File: config.mk
export PLATFORM = sky130hd
export DESIGN_NAME = tro_port
export DESIGN_NICKNAME = d
export VERILOG_FILES = /design/src/verilog/tro_pkg.sv /design/src/verilog/tro_out_latch.sv /design/src/verilog/tro_port.sv
export SDC_FILE = /design/constraint.sdc
export NUM_CORES = 1
export LEC_CHECK = 0
export ABC_AREA = 1
export BUFFER_PORTS_ARGS = -buffer_cell sky130_fd_sc_hd__buf_2
export CAP_MARGIN = 5
export CORE_MARGIN = 8
export CORE_UTILIZATION = 45
export DETAILED_ROUTE_END_ITERATION = 6
export PLACE_DENSITY = 0.69
export SYNTH_ARGS = -nofsm -noshare
export SYNTH_HDL_FRONTEND = slang
export SYNTH_SLANG_ARGS = --single-unit
File: constraint.sdc
create_clock -name pclk -period 1.9 [get_ports pclk]
set_clock_uncertainty 0.05 [all_clocks]
set_input_delay 0.095 -clock pclk [delete_from_list [all_inputs] [get_ports pclk]]
set_output_delay 0.095 -clock pclk [all_outputs]
set_load 0.02 [all_outputs]
File: src/verilog/tro_pkg.sv
// Constants and types for the triggered output port.
// Assumes an APB slave with 32-bit data and one word per register.
package tro_pkg;

    // ==================================================
    // Register map
    localparam int unsigned ADDR_W = 8;
    localparam logic [ADDR_W-1:0] OFF_BUF_LOW  = 8'h00;
    localparam logic [ADDR_W-1:0] OFF_BUF_HIGH = 8'h04;
    localparam logic [ADDR_W-1:0] OFF_DIR      = 8'h08;
    localparam logic [ADDR_W-1:0] OFF_MODE     = 8'h0C;
    localparam logic [ADDR_W-1:0] OFF_CTRL     = 8'h10;
    localparam logic [ADDR_W-1:0] OFF_LATCH    = 8'h14;
    localparam logic [ADDR_W-1:0] OFF_PINS     = 8'h18;
    localparam logic [ADDR_W-1:0] OFF_STATUS   = 8'h1C;

    // ==================================================
    // Widths, fields and reset values
    localparam int unsigned PORT_W = 8;
    localparam int unsigned NIB_W  = 4;
    localparam int unsigned CTRL_EXT_BIT  = 0;
    localparam int unsigned CTRL_BYTE_BIT = 1;
    localparam int unsigned STAT_LOW_BIT  = 0;
    localparam int unsigned STAT_HIGH_BIT = 1;
    localparam logic [7:0] DIR_RESET   = 8'hFF;
    localparam logic [7:0] MODE_RESET  = 8'h00;
    localparam logic [7:0] BUF_RESET   = 8'h00;
    localparam logic [7:0] LATCH_RESET = 8'h00;
    localparam logic [31:0] RDATA_ZERO = 32'h0000_0000;

    // ==================================================
    // Carriers
    typedef struct packed {
        logic              psel;
        logic              penable;
        logic              pwrite;
        logic [ADDR_W-1:0] paddr;
        logic [31:0]       pwdata;
    } tro_apb_req_t;

    typedef struct packed {
        logic byte_mode;
        logic external_trigger_select;
    } tro_ctrl_t;

    typedef struct packed {
        logic timer_one_match_request;
        logic timer_two_match_request;
        logic external_pin_interrupt;
    } tro_trig_t;

endpackage : tro_pkg

File: src/verilog/tro_out_latch.sv
// Output latch of the port pins.
// Assumes one clock, an active-low async reset and a clock enable.
`timescale 1ns/1ps
`default_nettype none
module tro_out_latch
    import tro_pkg::*;
#(
    parameter int unsigned WIDTH = PORT_W
) (
    input  wire logic             clk,
    input  wire logic             rst_n,
    input  wire logic             clk_en,
    input  wire logic             sw_we,
    input  wire logic [WIDTH-1:0] sw_data,
    input  wire logic [WIDTH-1:0] rt_mask,
    input  wire logic [WIDTH-1:0] load_mask,
    input  wire logic [WIDTH-1:0] buf_data,
    output var  logic [WIDTH-1:0] latch_q
);

    logic [WIDTH-1:0] latch_d;
    logic [WIDTH-1:0] sw_mask;
    logic [WIDTH-1:0] hw_mask;

    // ==================================================
    // Next latch value
    always_comb begin
        sw_mask = sw_we ? ~rt_mask : '0;
        hw_mask = load_mask & rt_mask;
        latch_d = (latch_q & ~sw_mask & ~hw_mask)
                | (sw_data & sw_mask)
                | (buf_data & hw_mask);
    end

    always_ff @(posedge clk or negedge rst_n) begin
        if (!rst_n) begin
            latch_q <= LATCH_RESET[WIDTH-1:0];
        end else if (clk_en) begin
            latch_q <= latch_d;
        end
    end

endmodule : tro_out_latch
`default_nettype wire

File: src/verilog/tro_port.sv
// Triggered output port: buffered pattern copied to the pin latch
// by timer match or external pin trigger, with an APB register file.
// Assumes triggers and pin inputs synchronous to pclk.
//
// How it works
// Nibble mode: low buffer write sets low nibble, high sets high.
// Byte mode: write to either buffer loads both nibbles.
// Buffer read gives high nibble on top, low nibble below.
// Buffer read shows only real-time bits; port-mode bits read zero.
// Software fills the buffer before the selected trigger arrives.
// Direction bits reset to all ones; zero makes a pin an output.
// Mode-select chooses real-time or port per bit; resets to zero.
// Latch writes skip real-time bits; preload latch before switching.
// Nibble mode trigger choice per external-trigger bit.
// Byte mode: all bits on timer one or external pin; ctrl resets 0.
// Selected trigger copies buffer into latch in the same cycle.
// Trigger copy touches only real-time bits of the latch.
//
// Design decisions made here: register access over APB and the address map.
`timescale 1ns/1ps
`default_nettype none
module tro_port
    import tro_pkg::*;
(
    input  wire logic               pclk,
    input  wire logic               presetn,
    input  wire logic               pclk_en,
    input  wire tro_apb_req_t       apb_req,
    output var  logic [31:0]        prdata,
    output var  logic               pready,
    output var  logic               pslverr,
    input  wire tro_trig_t          trig,
    input  wire logic [PORT_W-1:0]  port_twelve_pins_i,
    output var  logic [PORT_W-1:0]  port_twelve_pins_o,
    output var  logic [PORT_W-1:0]  port_twelve_pins_oe
);

    // ==================================================
    // Functions
    function automatic logic addr_hit(
        input logic [ADDR_W-1:0] a,
        input logic [ADDR_W-1:0] off
    );
        addr_hit = (a == off);
    endfunction : addr_hit

    function automatic logic [31:0] widen(input logic [7:0] v);
        widen = {24'h00_0000, v};
    endfunction : widen

    // ==================================================
    // State
    logic [NIB_W-1:0]  buf_low_q;
    logic [NIB_W-1:0]  buf_low_d;
    logic [NIB_W-1:0]  buf_high_q;
    logic [NIB_W-1:0]  buf_high_d;
    logic [PORT_W-1:0] dir_q;
    logic [PORT_W-1:0] dir_d;
    logic [PORT_W-1:0] mode_q;
    logic [PORT_W-1:0] mode_d;
    tro_ctrl_t         ctrl_q;
    tro_ctrl_t         ctrl_d;
    logic [1:0]        stat_q;
    logic [1:0]        stat_d;
    logic [31:0]       prdata_q;
    logic [31:0]       prdata_d;
    logic              pready_q;
    logic              pready_d;
    logic              pslverr_q;
    logic              pslverr_d;

    // ==================================================
    // Bus decode
    logic              setup;
    logic              wr_done;
    logic              mapped;
    logic              wr_low;
    logic              wr_high;
    logic              wr_latch;
    logic [7:0]        wdat;

    always_comb begin
        setup   = apb_req.psel & ~apb_req.penable;
        wr_done = apb_req.psel & apb_req.penable & pready_q
                & apb_req.pwrite & ~pslverr_q;
        mapped  = addr_hit(apb_req.paddr, OFF_BUF_LOW)
                | addr_hit(apb_req.paddr, OFF_BUF_HIGH)
                | addr_hit(apb_req.paddr, OFF_DIR)
                | addr_hit(apb_req.paddr, OFF_MODE)
                | addr_hit(apb_req.paddr, OFF_CTRL)
                | addr_hit(apb_req.paddr, OFF_LATCH)
                | addr_hit(apb_req.paddr, OFF_PINS)
                | addr_hit(apb_req.paddr, OFF_STATUS);
        wr_low   = wr_done & addr_hit(apb_req.paddr, OFF_BUF_LOW);
        wr_high  = wr_done & addr_hit(apb_req.paddr, OFF_BUF_HIGH);
        wr_latch = wr_done & addr_hit(apb_req.paddr, OFF_LATCH);
        wdat     = apb_req.pwdata[7:0];
    end

    // ==================================================
    // Trigger selection
    logic fire_low;
    logic fire_high;
    logic [PORT_W-1:0] load_mask;

    always_comb begin
        if (ctrl_q.byte_mode) begin
            fire_low = ctrl_q.external_trigger_select
                     ? trig.external_pin_interrupt
                     : trig.timer_one_match_request;
            fire_high = fire_low;
        end else if (ctrl_q.external_trigger_select) begin
            fire_high = trig.timer_one_match_request;
            fire_low  = trig.external_pin_interrupt;
        end else begin
            fire_high = trig.timer_two_match_request;
            fire_low  = trig.timer_one_match_request;
        end
        load_mask = {{NIB_W{fire_high}}, {NIB_W{fire_low}}};
    end

    // ==================================================
    // Buffer registers
    always_comb begin
        buf_low_d  = buf_low_q;
        buf_high_d = buf_high_q;
        if (ctrl_q.byte_mode) begin
            if (wr_low | wr_high) begin
                buf_low_d  = wdat[NIB_W-1:0];
                buf_high_d = wdat[PORT_W-1:NIB_W];
            end
        end else begin
            if (wr_low) begin
                buf_low_d = wdat[NIB_W-1:0];
            end
            if (wr_high) begin
                buf_high_d = wdat[PORT_W-1:NIB_W];
            end
        end
    end

    always_ff @(posedge pclk or negedge presetn) begin
        if (!presetn) begin
            buf_low_q  <= BUF_RESET[NIB_W-1:0];
            buf_high_q <= BUF_RESET[PORT_W-1:NIB_W];
        end else if (pclk_en) begin
            buf_low_q  <= buf_low_d;
            buf_high_q <= buf_high_d;
        end
    end

    // ==================================================
    // Control registers
    always_comb begin
        dir_d  = dir_q;
        mode_d = mode_q;
        ctrl_d = ctrl_q;
        if (wr_done & addr_hit(apb_req.paddr, OFF_DIR)) begin
            dir_d = wdat;
        end
        if (wr_done & addr_hit(apb_req.paddr, OFF_MODE)) begin
            mode_d = wdat;
        end
        if (wr_done & addr_hit(apb_req.paddr, OFF_CTRL)) begin
            ctrl_d.byte_mode = wdat[CTRL_BYTE_BIT];
            ctrl_d.external_trigger_select = wdat[CTRL_EXT_BIT];
        end
    end

    always_ff @(posedge pclk or negedge presetn) begin
        if (!presetn) begin
            dir_q  <= DIR_RESET;
            mode_q <= MODE_RESET;
            ctrl_q <= '0;
        end else if (pclk_en) begin
            dir_q  <= dir_d;
            mode_q <= mode_d;
            ctrl_q <= ctrl_d;
        end
    end

    // ==================================================
    // Consumed flags: set by a transfer, cleared by a refill
    // A transfer in the same cycle as the refill wins.
    always_comb begin
        stat_d = stat_q;
        if (wr_low | (ctrl_q.byte_mode & wr_high)) begin
            stat_d[STAT_LOW_BIT] = 1'b0;
        end
        if (wr_high | (ctrl_q.byte_mode & wr_low)) begin
            stat_d[STAT_HIGH_BIT] = 1'b0;
        end
        if (fire_low) begin
            stat_d[STAT_LOW_BIT] = 1'b1;
        end
        if (fire_high) begin
            stat_d[STAT_HIGH_BIT] = 1'b1;
        end
    end

    always_ff @(posedge pclk or negedge presetn) begin
        if (!presetn) begin
            stat_q <= 2'b00;
        end else if (pclk_en) begin
            stat_q <= stat_d;
        end
    end

    // ==================================================
    // Output latch
    logic [PORT_W-1:0] latch_q;

    tro_out_latch #(
        .WIDTH (PORT_W)
    ) u_latch (
        .clk       (pclk),
        .rst_n     (presetn),
        .clk_en    (pclk_en),
        .sw_we     (wr_latch),
        .sw_data   (wdat),
        .rt_mask   (mode_q),
        .load_mask (load_mask),
        .buf_data  ({buf_high_q, buf_low_q}),
        .latch_q   (latch_q)
    );

    // ==================================================
    // Pin drive
    logic [PORT_W-1:0] oe_q;

    always_ff @(posedge pclk or negedge presetn) begin
        if (!presetn) begin
            oe_q <= ~DIR_RESET;
        end else if (pclk_en) begin
            oe_q <= ~dir_d;
        end
    end

    // ==================================================
    // Read data and handshake
    always_comb begin
        prdata_d  = prdata_q;
        pready_d  = 1'b0;
        pslverr_d = 1'b0;
        if (setup) begin
            pready_d  = 1'b1;
            pslverr_d = ~mapped;
            prdata_d  = RDATA_ZERO;
            if (!apb_req.pwrite) begin
                case (apb_req.paddr)
                    OFF_BUF_LOW, OFF_BUF_HIGH: begin
                        prdata_d = widen({buf_high_q, buf_low_q}
                                         & mode_q);
                    end
                    OFF_DIR: begin
                        prdata_d = widen(dir_q);
                    end
                    OFF_MODE: begin
                        prdata_d = widen(mode_q);
                    end
                    OFF_CTRL: begin
                        prdata_d = widen({6'b00_0000,
                                          ctrl_q.byte_mode,
                                          ctrl_q.external_trigger_select});
                    end
                    OFF_LATCH: begin
                        prdata_d = widen(latch_q);
                    end
                    OFF_PINS: begin
                        prdata_d = widen(port_twelve_pins_i);
                    end
                    OFF_STATUS: begin
                        prdata_d = widen({6'b00_0000, stat_q});
                    end
                    default: begin
                        prdata_d = RDATA_ZERO;
                    end
                endcase
            end
        end
    end

    always_ff @(posedge pclk or negedge presetn) begin
        if (!presetn) begin
            prdata_q  <= RDATA_ZERO;
            pready_q  <= 1'b0;
            pslverr_q <= 1'b0;
        end else if (pclk_en) begin
            prdata_q  <= prdata_d;
            pready_q  <= pready_d;
            pslverr_q <= pslverr_d;
        end
    end

    // ==================================================
    // Outputs
    always_comb begin
        prdata              = prdata_q;
        pready              = pready_q;
        pslverr             = pslverr_q;
        port_twelve_pins_o  = latch_q;
        port_twelve_pins_oe = oe_q;
    end

endmodule : tro_port
`default_nettype wire

# After elaboration in Yosys (flattened, before gate mapping)
# Index checks and enable logic that the tools add are counted.
totals:
  regBits: 78
  in_bits: 57
  out_inout_bits: 50
  elab_cells: 91
op_classes:
  eq_ne: 8
  bitwise: 38
  mux: 19
  n_reduce_logical: 13
ops:
  columns: ["cell", "n"]
  rows:
  - ["$pmux W8 S7", 1]
  - ["$and A8 B8 Y8", 6]
  - ["$eq A8 B5 Y1 const B", 4]
  - ["$not A8 Y8", 4]
  - ["$mux W4", 6]
  - ["$mux W8", 3]
  - ["$eq A8 B4 Y1 const B", 2]
  - ["$or A8 B8 Y8", 2]
  - ["$and A1 B1 Y1", 13]
  - ["$or A1 B1 Y1", 10]
  - ["$reduce_and A2 Y1", 5]
  - ["$mux W1", 9]
  - ["$eq A8 B3 Y1 const B", 1]
  - ["$logic_not A8 Y1", 1]
  - ["$reduce_bool A2 Y1", 4]
  - ["$reduce_and A3 Y1", 2]
  - ["$not A1 Y1", 3]
  - ["$ne A2 B1 Y1 const B", 1]
  - ["$reduce_or A2 Y1", 1]

# Depth between registers and ports, before layout
# Gate-level depths: netlist of the first run.
depth:
  depth_word: 11
  mapped_depth: 11
  mapped_depth_nobuf: 10

# By module
# A second synthesis of the first run with hierarchy kept.
unflattened:
  hier_cells: 451
  hier_area_um2: 3343.2
by_module_without_submodules:
  columns: ["module", "area_each_um2", "n_inst", "seq_area_each_um2", "cells_each"]
  rows:
  - ["tro_port", 2682.6, 1, 1161.1, 343]
  - ["tro_out_latch", 660.6, 1, 200.2, 108]

# Worst setup path after synthesis of the first run
# OpenSTA, ideal clock, no wires.
synth_timing:
  path_kind: "register -> register"
  start: "register pslverr_q, in the netlist pslverr"
  end: "register buf_low_q[3]"
  setup_ns: 0.127
  path_buffers: 1
  setup_slack_ns: 0.380
  required_time_ns: 1.723
  period_less_slack_ns: 1.520
  t_arrival_ns: 1.343
  stages_incl_launch_ff: 10
  cell_sequence: "dfrtp_1 > inv_1 > nand2_1 > nor2_1 > buf_4 > nand3_1 > o21ai_2 > nand2_1 > nand2_1 > o21ai_0"
synth_between:
  elab_chain_cells: 6
  word_cells_on_any_way: 8
  classes_between: "eq/ne (1); bitwise (5); reduce/logical (2)"
synth_rtl:
  columns: ["item", "line", "text"]
  rows:
  - ["start, declared", "tro_port.sv:69", "logic pslverr_q;"]
  - ["start signal, assigned", "tro_port.sv:291", "pslverr_q <= pslverr_d;"]
  - ["$not A1 Y1 *", "tro_port.sv:85", "& apb_req.pwrite & ~pslverr_q;"]
  - ["$and A1 B1 Y1 *", "tro_port.sv:85", null]
  - ["$and A1 B1 Y1, on equally long branches", "tro_port.sv:94, tro_port.sv:95", null]
  - ["$or A1 B1 Y1", "tro_port.sv:128", "if (wr_low | wr_high) begin"]
  - ["$ne A2 B1 Y1 (no source line)", null, null]
  - ["$reduce_and A3 Y1 (no source line) *", null, null]
  - ["end signal, assigned", "tro_port.sv:144", "buf_low_q <= BUF_RESET[NIB_W-1:0];"]
  - ["end signal, assigned", "tro_port.sv:147", "buf_low_q <= buf_low_d;"]
  - ["end, declared", "tro_port.sv:53", "logic [NIB_W-1:0] buf_low_q;"]
# Mark *: on every way between the ends. The rest lies on a longest branch, timed or not.
# A chain may end at the register's enable or synchronous reset.

# Worst setup path in the final report of the first run
layout_timing:
  start: "register pslverr_q, in the netlist pslverr"
  end: "register mode_q[7]"
layout_between:
  elab_chain_cells: 4
layout_rtl:
  columns: ["item", "line", "text"]
  rows:
  - ["$not A1 Y1", "tro_port.sv:85", null]
  - ["$and A1 B1 Y1", "tro_port.sv:85", null]
  - ["$and A1 B1 Y1", "tro_port.sv:161", "if (wr_done & addr_hit(apb_req.paddr, OFF_MODE)) begin"]
  - ["$reduce_and A2 Y1 (no source line)", null, null]
  - ["end signal, assigned", "tro_port.sv:177", "mode_q <= mode_d;"]
  - ["end, declared", "tro_port.sv:59", "logic [PORT_W-1:0] mode_q;"]
# Every way passes these cells.

==> results of run 1 <==
-- metal layers --
metal | vias to the layer above | track usage [%] | share of wire (%)
met1 | 1429 | 23.3 | 47
met2 | 131 | 24.8 | 42
met3 | 9 | 3.51 | 10
met4 | 0 | 4.93 | 1.5
met5 | - | 0 | 0
li1 | 1561 | - | -
-- layout make-up --
cell class	count	area, µm²
Sequential cell	54	1360
Fill cell	727	3410
Multi-Input combinational cell	354	1620
Clock inverter	2	16.3
Inverter	43	163
Timing Repair Buffer	71	408
Tap cell	99	124
Clock buffer	6	82.6
-- stage by stage --
stage / instance area, µm² / cells / setup slack [ns] / power [mW] / util, %
2_1_floorplan: 3390 / 487 / 0.380 / 1.55 / -
3_3_place_gp: 3640 / 618 / 0.267 / 1.67 / 50.7
3_5_place_dp: 3640 / 618 / 0.242 / 1.68 / 50.7
4_1_cts: 3770 / 629 / 0.223 / 2.38 / 52.5
5_1_grt: 3770 / 629 / 0.0954 / 2.47 / 52.5
6_report: 3770 / 629 / 0.212 / 2.36 / 52.5
-- state kept, by name, summed over array words and instances, names as in the netlist --
signal	count
u_latch.latch_q	8
ctrl_q	2
stat_q	2
buf_low_q	4
mode_q	8
pslverr	1
dir_q	8
port_twelve_pins_oe	8
prdata	8
pready	1
buf_high_q	4
-- cell usage in the layout (no fill, tap or decap), types with 2 or more instances in the layout --
cell	netlist	routed
sky130_fd_sc_hd__buf_4	28	9
sky130_fd_sc_hd__o21a_1	8	8
sky130_fd_sc_hd__nand4_1	6	6
sky130_fd_sc_hd__o21ai_1	4	4
sky130_fd_sc_hd__a21oi_1	5	5
sky130_fd_sc_hd__nand2_1	167	167
sky130_fd_sc_hd__dfstp_2	8	8
sky130_fd_sc_hd__dlygate4sd3_1	0	3
sky130_fd_sc_hd__buf_2	0	58
sky130_fd_sc_hd__clkbuf_8	0	6
sky130_fd_sc_hd__nor2_2	2	2
sky130_fd_sc_hd__conb_1	1	24
sky130_fd_sc_hd__nor2_1	38	38
sky130_fd_sc_hd__inv_1	41	41
sky130_fd_sc_hd__o21ai_2	8	8
sky130_fd_sc_hd__dfrtp_1	46	46
sky130_fd_sc_hd__nand3_1	60	60
sky130_fd_sc_hd__nand3b_1	5	5
sky130_fd_sc_hd__o21ai_0	13	13
sky130_fd_sc_hd__nor4_2	2	2
sky130_fd_sc_hd__nor2_4	2	2
sky130_fd_sc_hd__nand2_2	4	4
-- worst reg2reg max path: cells and delay by family, from the launching register on --
family | cells | cell delay, ns
buf+inv | 2 | 0.16
flops | 1 | 0.39
compound gates | 1 | 0.06
simple gates | 5 | 0.93
-- where the power goes --
| part | total [mW] | switching (mW) | leakage [nW] | internal [mW] |
|---|---|---|---|---|
| Sequential | 1.27 | 0.0414 | 0.668 | 1.23 |
| Clock | 0.701 | 0.400 | 0.0478 | 0.301 |
| Combinational | 0.387 | 0.265 | 1.25 | 0.122 |
-- worst paths after layout --
check / depth (start not counted) / startpoint / to
worst max-delay path: 8 / pslverr / mode_q[7]
worst min-delay path: 3 / apb_req[4] / buf_high_q[0]
worst max register to register: 8 / pslverr / mode_q[7]
worst min register to register: 1 / port_twelve_pins_oe[6] / port_twelve_pins_oe[6]
max in group asynchronous: 3 / presetn / dir_q[5]
min in group asynchronous: 3 / presetn / u_latch.latch_q[1]
-- kinds of logic (layout without fill, tap and decap cells) --
kind of cell           Yosys count  in the layout  synth area share [%]
buffers and inverters           79            122                  12.4
and+or+nand+nor                289            289                  38.1
AOI/OAI and AO/OA               41             41                  8.15
other                            1             24                 0.114
DFF                             54             54                  41.2
==> impl_metrics.ini, run 1 <==
[status]
outcome = finished clean

[layout]
layout_cells_sized_above_1_pct = 20.0
area.growth.synth_to_final_pct = 14.2
antenna-diode-count = 0
finish.net_count = 586

[route]
drc = 0
routed_via_density = 4.98
antenna_left = 0
drt-wirelength-per-cell_um = 13.7
drt_first_iter_violations = 287
totalWireLength_um = 8600
vias = 3130
drt_pre_antenna_iters = 5

[worst_setup_path]
setup.worst_path.class = reg -> reg
critPathMaxFanout = 15
timing.critical_path.slowest_cell_delay_ns = 0.39
critical_path_required_ns = 2.05
critical_path.startpoint_type = flop
setup.reg_to_reg.worst_slack_ns = 0.21
endpoint_kind = flop
cp_data_arrival_time_ns = 1.84
critical_path.cell_chain = inv_1 > nand2_1 > nor2_1 > inv_1 > nor2_1 > nand2_2 > nand2_1 > o21ai_2
crit_path_top_delay_cell = sky130_fd_sc_hd__dfrtp_1
cp_top_family = simple AND/OR/NAND/NOR gates
critical_path_buf_inv_count = 2

[sta]
unrepaired_setup_endpoints_after_global_routing = false
fin_crit_ns = 1.69
slew_headroom_pct = 66.6
min_period_over_period_pct = 88.9
report.final.slew_viol_count = 0
holdWs_ns = 0.0179
report.final.setup_viol = 0
setup-tns-final_ns = 0
fmaxAchievable_mhz = 592
tightestPinTransition_ns = 0.501
timing_hold_violations_final = 0

[die]
coreArea_um2 = 7180
chipHeight_um = 102
floorplan.initialDensity_pct = 46.0
placement_rows = 31
boundaryPins = 107
die_w_um = 102
die_outline_area_um2 = 10300

[yosys]
synthDistinctLibCells = 29
post_synth_instance_area_um2 = 3300
postSynth.asyncResetShare_pct = 100
synth_edf_count = 0
synth.yosys.seq_area_share_pct = 41.2
number_of_synthesized_register_bits = 54
yosys-top-cells-area = sky130_fd_sc_hd__dfrtp_1 35%, sky130_fd_sc_hd__nand2_1 19%, sky130_fd_sc_hd__nand3_1 9.1%
synth_common_cells = 167 x sky130_fd_sc_hd__nand2_1, 60 x sky130_fd_sc_hd__nand3_1, 46 x sky130_fd_sc_hd__dfrtp_1, 41 x sky130_fd_sc_hd__inv_1, 38 x sky130_fd_sc_hd__nor2_1
post_synth_inst_count = 464
synth_flop_cell = sky130_fd_sc_hd__dfrtp_1
postSynthAreaPerCell_um2 = 7.11
netlist.top_cell.by_area = sky130_fd_sc_hd__dfrtp_1
synth_top_area_share_pct = 34.9
yosys_warnings = 0
yosys.cell_count.top_type = sky130_fd_sc_hd__nand2_1

[placed_design]
place.detailed.hpwl_um = 6560
routabilityCongestion = 0.896
port-buffer-count = 58

[global_route]
grt_pass1_wl_um = 13700
grt_max_degree = 55
first_global_vias = 2752
initial_antenna_violation_count = 0
global_route.overflow_total = 0
grt_use_total_pct = 16.6

[cts]
clock_sinks = 54
htreeDepth = 2
cts.repair.resized = 0
postCtsSetupBuffers = 0
postCtsHoldBufs = 3
number_of_buffers_on_the_longest_clock_path = 2
clock-root-buffer = sky130_fd_sc_hd__clkbuf_8
insertion_delay_ns = 0.31
tritoncts = built
numCtsBuffers = 5
cts.clk_slew.worst_paths_ns = 0.10

[pwr]
pwr_density_cell_nw_per_um2 = 626
vdd.ir_drop.worst_v = 0.000399
leakage_nw = 1.97

[run]
max_cap_violations = 0

[hold_path]
worstHoldPathType = in -> reg
(Power assumes the default switching activity.)
==> inputs of run 2 (changes only) <==
--- a/config.mk
+++ b/config.mk
@@ -9,9 +9,9 @@
 export BUFFER_PORTS_ARGS = -buffer_cell sky130_fd_sc_hd__buf_2
 export CAP_MARGIN = 5
 export CORE_MARGIN = 8
-export CORE_UTILIZATION = 45
+export CORE_UTILIZATION = 51
 export DETAILED_ROUTE_END_ITERATION = 6
-export PLACE_DENSITY = 0.69
+export PLACE_DENSITY = 0.77
 export SYNTH_ARGS = -nofsm -noshare
 export SYNTH_HDL_FRONTEND = slang
 export SYNTH_SLANG_ARGS = --single-unit
==> impl_metrics.ini, run 2 (synthesis gave the netlist of run 1 again) <==
[worst_setup_path]
critical_path.startpoint_type = flop
critical_path_required_ns = 2.06
setup.worst_path.class = reg -> reg
critPathMaxFanout = 15
cp_data_arrival_time_ns = 1.89
endpoint_kind = flop

[layout]
finish.net_count = 589
post_route_insts_no_fill = 610
layout_cells_sized_above_1_pct = 20.3
antenna-diode-count = 0
utilization_pct = 59.5
most-common-layout-cells = 167 x sky130_fd_sc_hd__nand2_1, 60 x sky130_fd_sc_hd__nand3_1, 58 x sky130_fd_sc_hd__buf_2
layout.cells.most_common = sky130_fd_sc_hd__nand2_1
area.growth.synth_to_final_pct = 13.8

[global_route]
first_global_vias = 2908
grt_use_total_pct = 18.6
use_met1_pct = 23.4
grt_pass1_wl_um = 13500
grt.busiest_layer = met2
global_route.overflow_total = 0
initial_antenna_violation_count = 0
grt_util_met2_pct = 30.4
met3_use_gr_pct = 5.10
grt_max_degree = 55

[cts]
numCtsBuffers = 5
tritoncts = built
insertion_delay_ns = 0.32
number_of_buffers_on_the_longest_clock_path = 2
postCtsSetupBuffers = 0
clock_sinks = 54
htreeDepth = 2
cts.clk_slew.worst_paths_ns = 0.11
clock-root-buffer = sky130_fd_sc_hd__clkbuf_8

[placed_design]
post-place-cells = 597
port-buffer-count = 58
place.detailed.hpwl_um = 6390
routabilityCongestion = 0.883

[route]
drt-wirelength-per-cell_um = 14.0
antenna_left = 0
vias = 3154
drt_first_iter_violations = 231
totalWireLength_um = 8520
drt_pre_antenna_iters = 5
routed_via_density = 5.17
drc = 0

[die]
chipHeight_um = 96.5
coreArea_um2 = 6310
boundaryPins = 107
die_w_um = 96.5
die_outline_area_um2 = 9300
placement_rows = 29
floorplan.initialDensity_pct = 52.3

[sta]
slew_headroom_pct = 53.9
setup-tns-final_ns = 0
fmaxAchievable_mhz = 576
fin_crit_ns = 1.74
timing_hold_violations_final = 0
min_period_over_period_pct = 91.3
tightestPinTransition_ns = 0.691
report.final.setup_viol = 0
unrepaired_setup_endpoints_after_global_routing = false
report.final.slew_viol_count = 0

[pwr]
leakage_nw = 1.97
vdd.ir_drop.worst_v = 0.000440
pwr_density_cell_nw_per_um2 = 626

[hold_path]
worstHoldPathType = in -> reg

[status]
outcome = finished clean

[run]
max_cap_violations = 0
==> run 2: layout make-up <==
class                           instances  area, µm²
Clock buffer                            5       68.8
Clock inverter                          3       25.0
Fill cell                             627       2560
Inverter                               43        163
Multi-Input combinational cell        354       1620
Sequential cell                        54       1360
Tap cell                               77       96.3
Timing Repair Buffer                   74        423
==> run 2: stage by stage <==
| step | setup WS [ns] | cell area (µm²) | total power, mW | hold slack [ns] |
|---|---|---|---|---|
| after detailed placement | 0.153 | 3610 | 1.67 | 0.230 |
| after global placement | 0.211 | 3610 | 1.66 | 0.215 |
| final | 0.164 | 3750 | 2.35 | 0.0314 |
| after floorplan | 0.380 | 3390 | 1.55 | -0.251 |
| after CTS | 0.135 | 3750 | 2.36 | 0.0273 |
| after global routing | 0.0371 | 3750 | 2.46 | 0.0257 |
==> run 2: per-layer routing <==
metal,share of wire (%),wire [µm]
met5,0,0
met4,1.1,90
met3,11,899
met2,45,3870
met1,43,3660
==> run 2: critical path, stage by stage, from the launching register on <==
cell and delay (ns):
sky130_fd_sc_hd__dfrtp_1 0.39, sky130_fd_sc_hd__inv_1 0.07, sky130_fd_sc_hd__nand2_1 0.06, sky130_fd_sc_hd__nor2_2 0.20, sky130_fd_sc_hd__inv_1 0.08, sky130_fd_sc_hd__nor2_1 0.25, sky130_fd_sc_hd__nand2_2 0.30, sky130_fd_sc_hd__nand2_1 0.16
sky130_fd_sc_hd__o21ai_2 0.06
==> run 2: path summary, 6_finish.rpt <==
check / startpoint / slack [ns] / to / cells after the start
worst max-delay path: pslverr / 0.16 / mode_q[1] / 8
worst min-delay path: apb_req[2] / 0.03 / buf_low_q[2] / 3
worst max register to register: pslverr / 0.16 / mode_q[1] / 8
worst min register to register: port_twelve_pins_oe[5] / 0.43 / port_twelve_pins_oe[5] / 1
max in group asynchronous: presetn / 0.95 / buf_high_q[3] / 3
min in group asynchronous: presetn / 0.39 / u_latch.latch_q[1] / 3
==> run 2: power breakdown <==
| part | internal (mW) | switching [mW] |
|---|---|---|
| combinational | 0.122 | 0.265 |
| clock | 0.267 | 0.426 |
| sequential | 1.23 | 0.0389 |
==> run 2: what timing repair did <==
action / CTS / global route
hold endpoints to repair: 50 / 0
endpoints found under the setup margin: 0 / 6
gates resized for setup: 0 / 1
hold buffers: 5 / 0
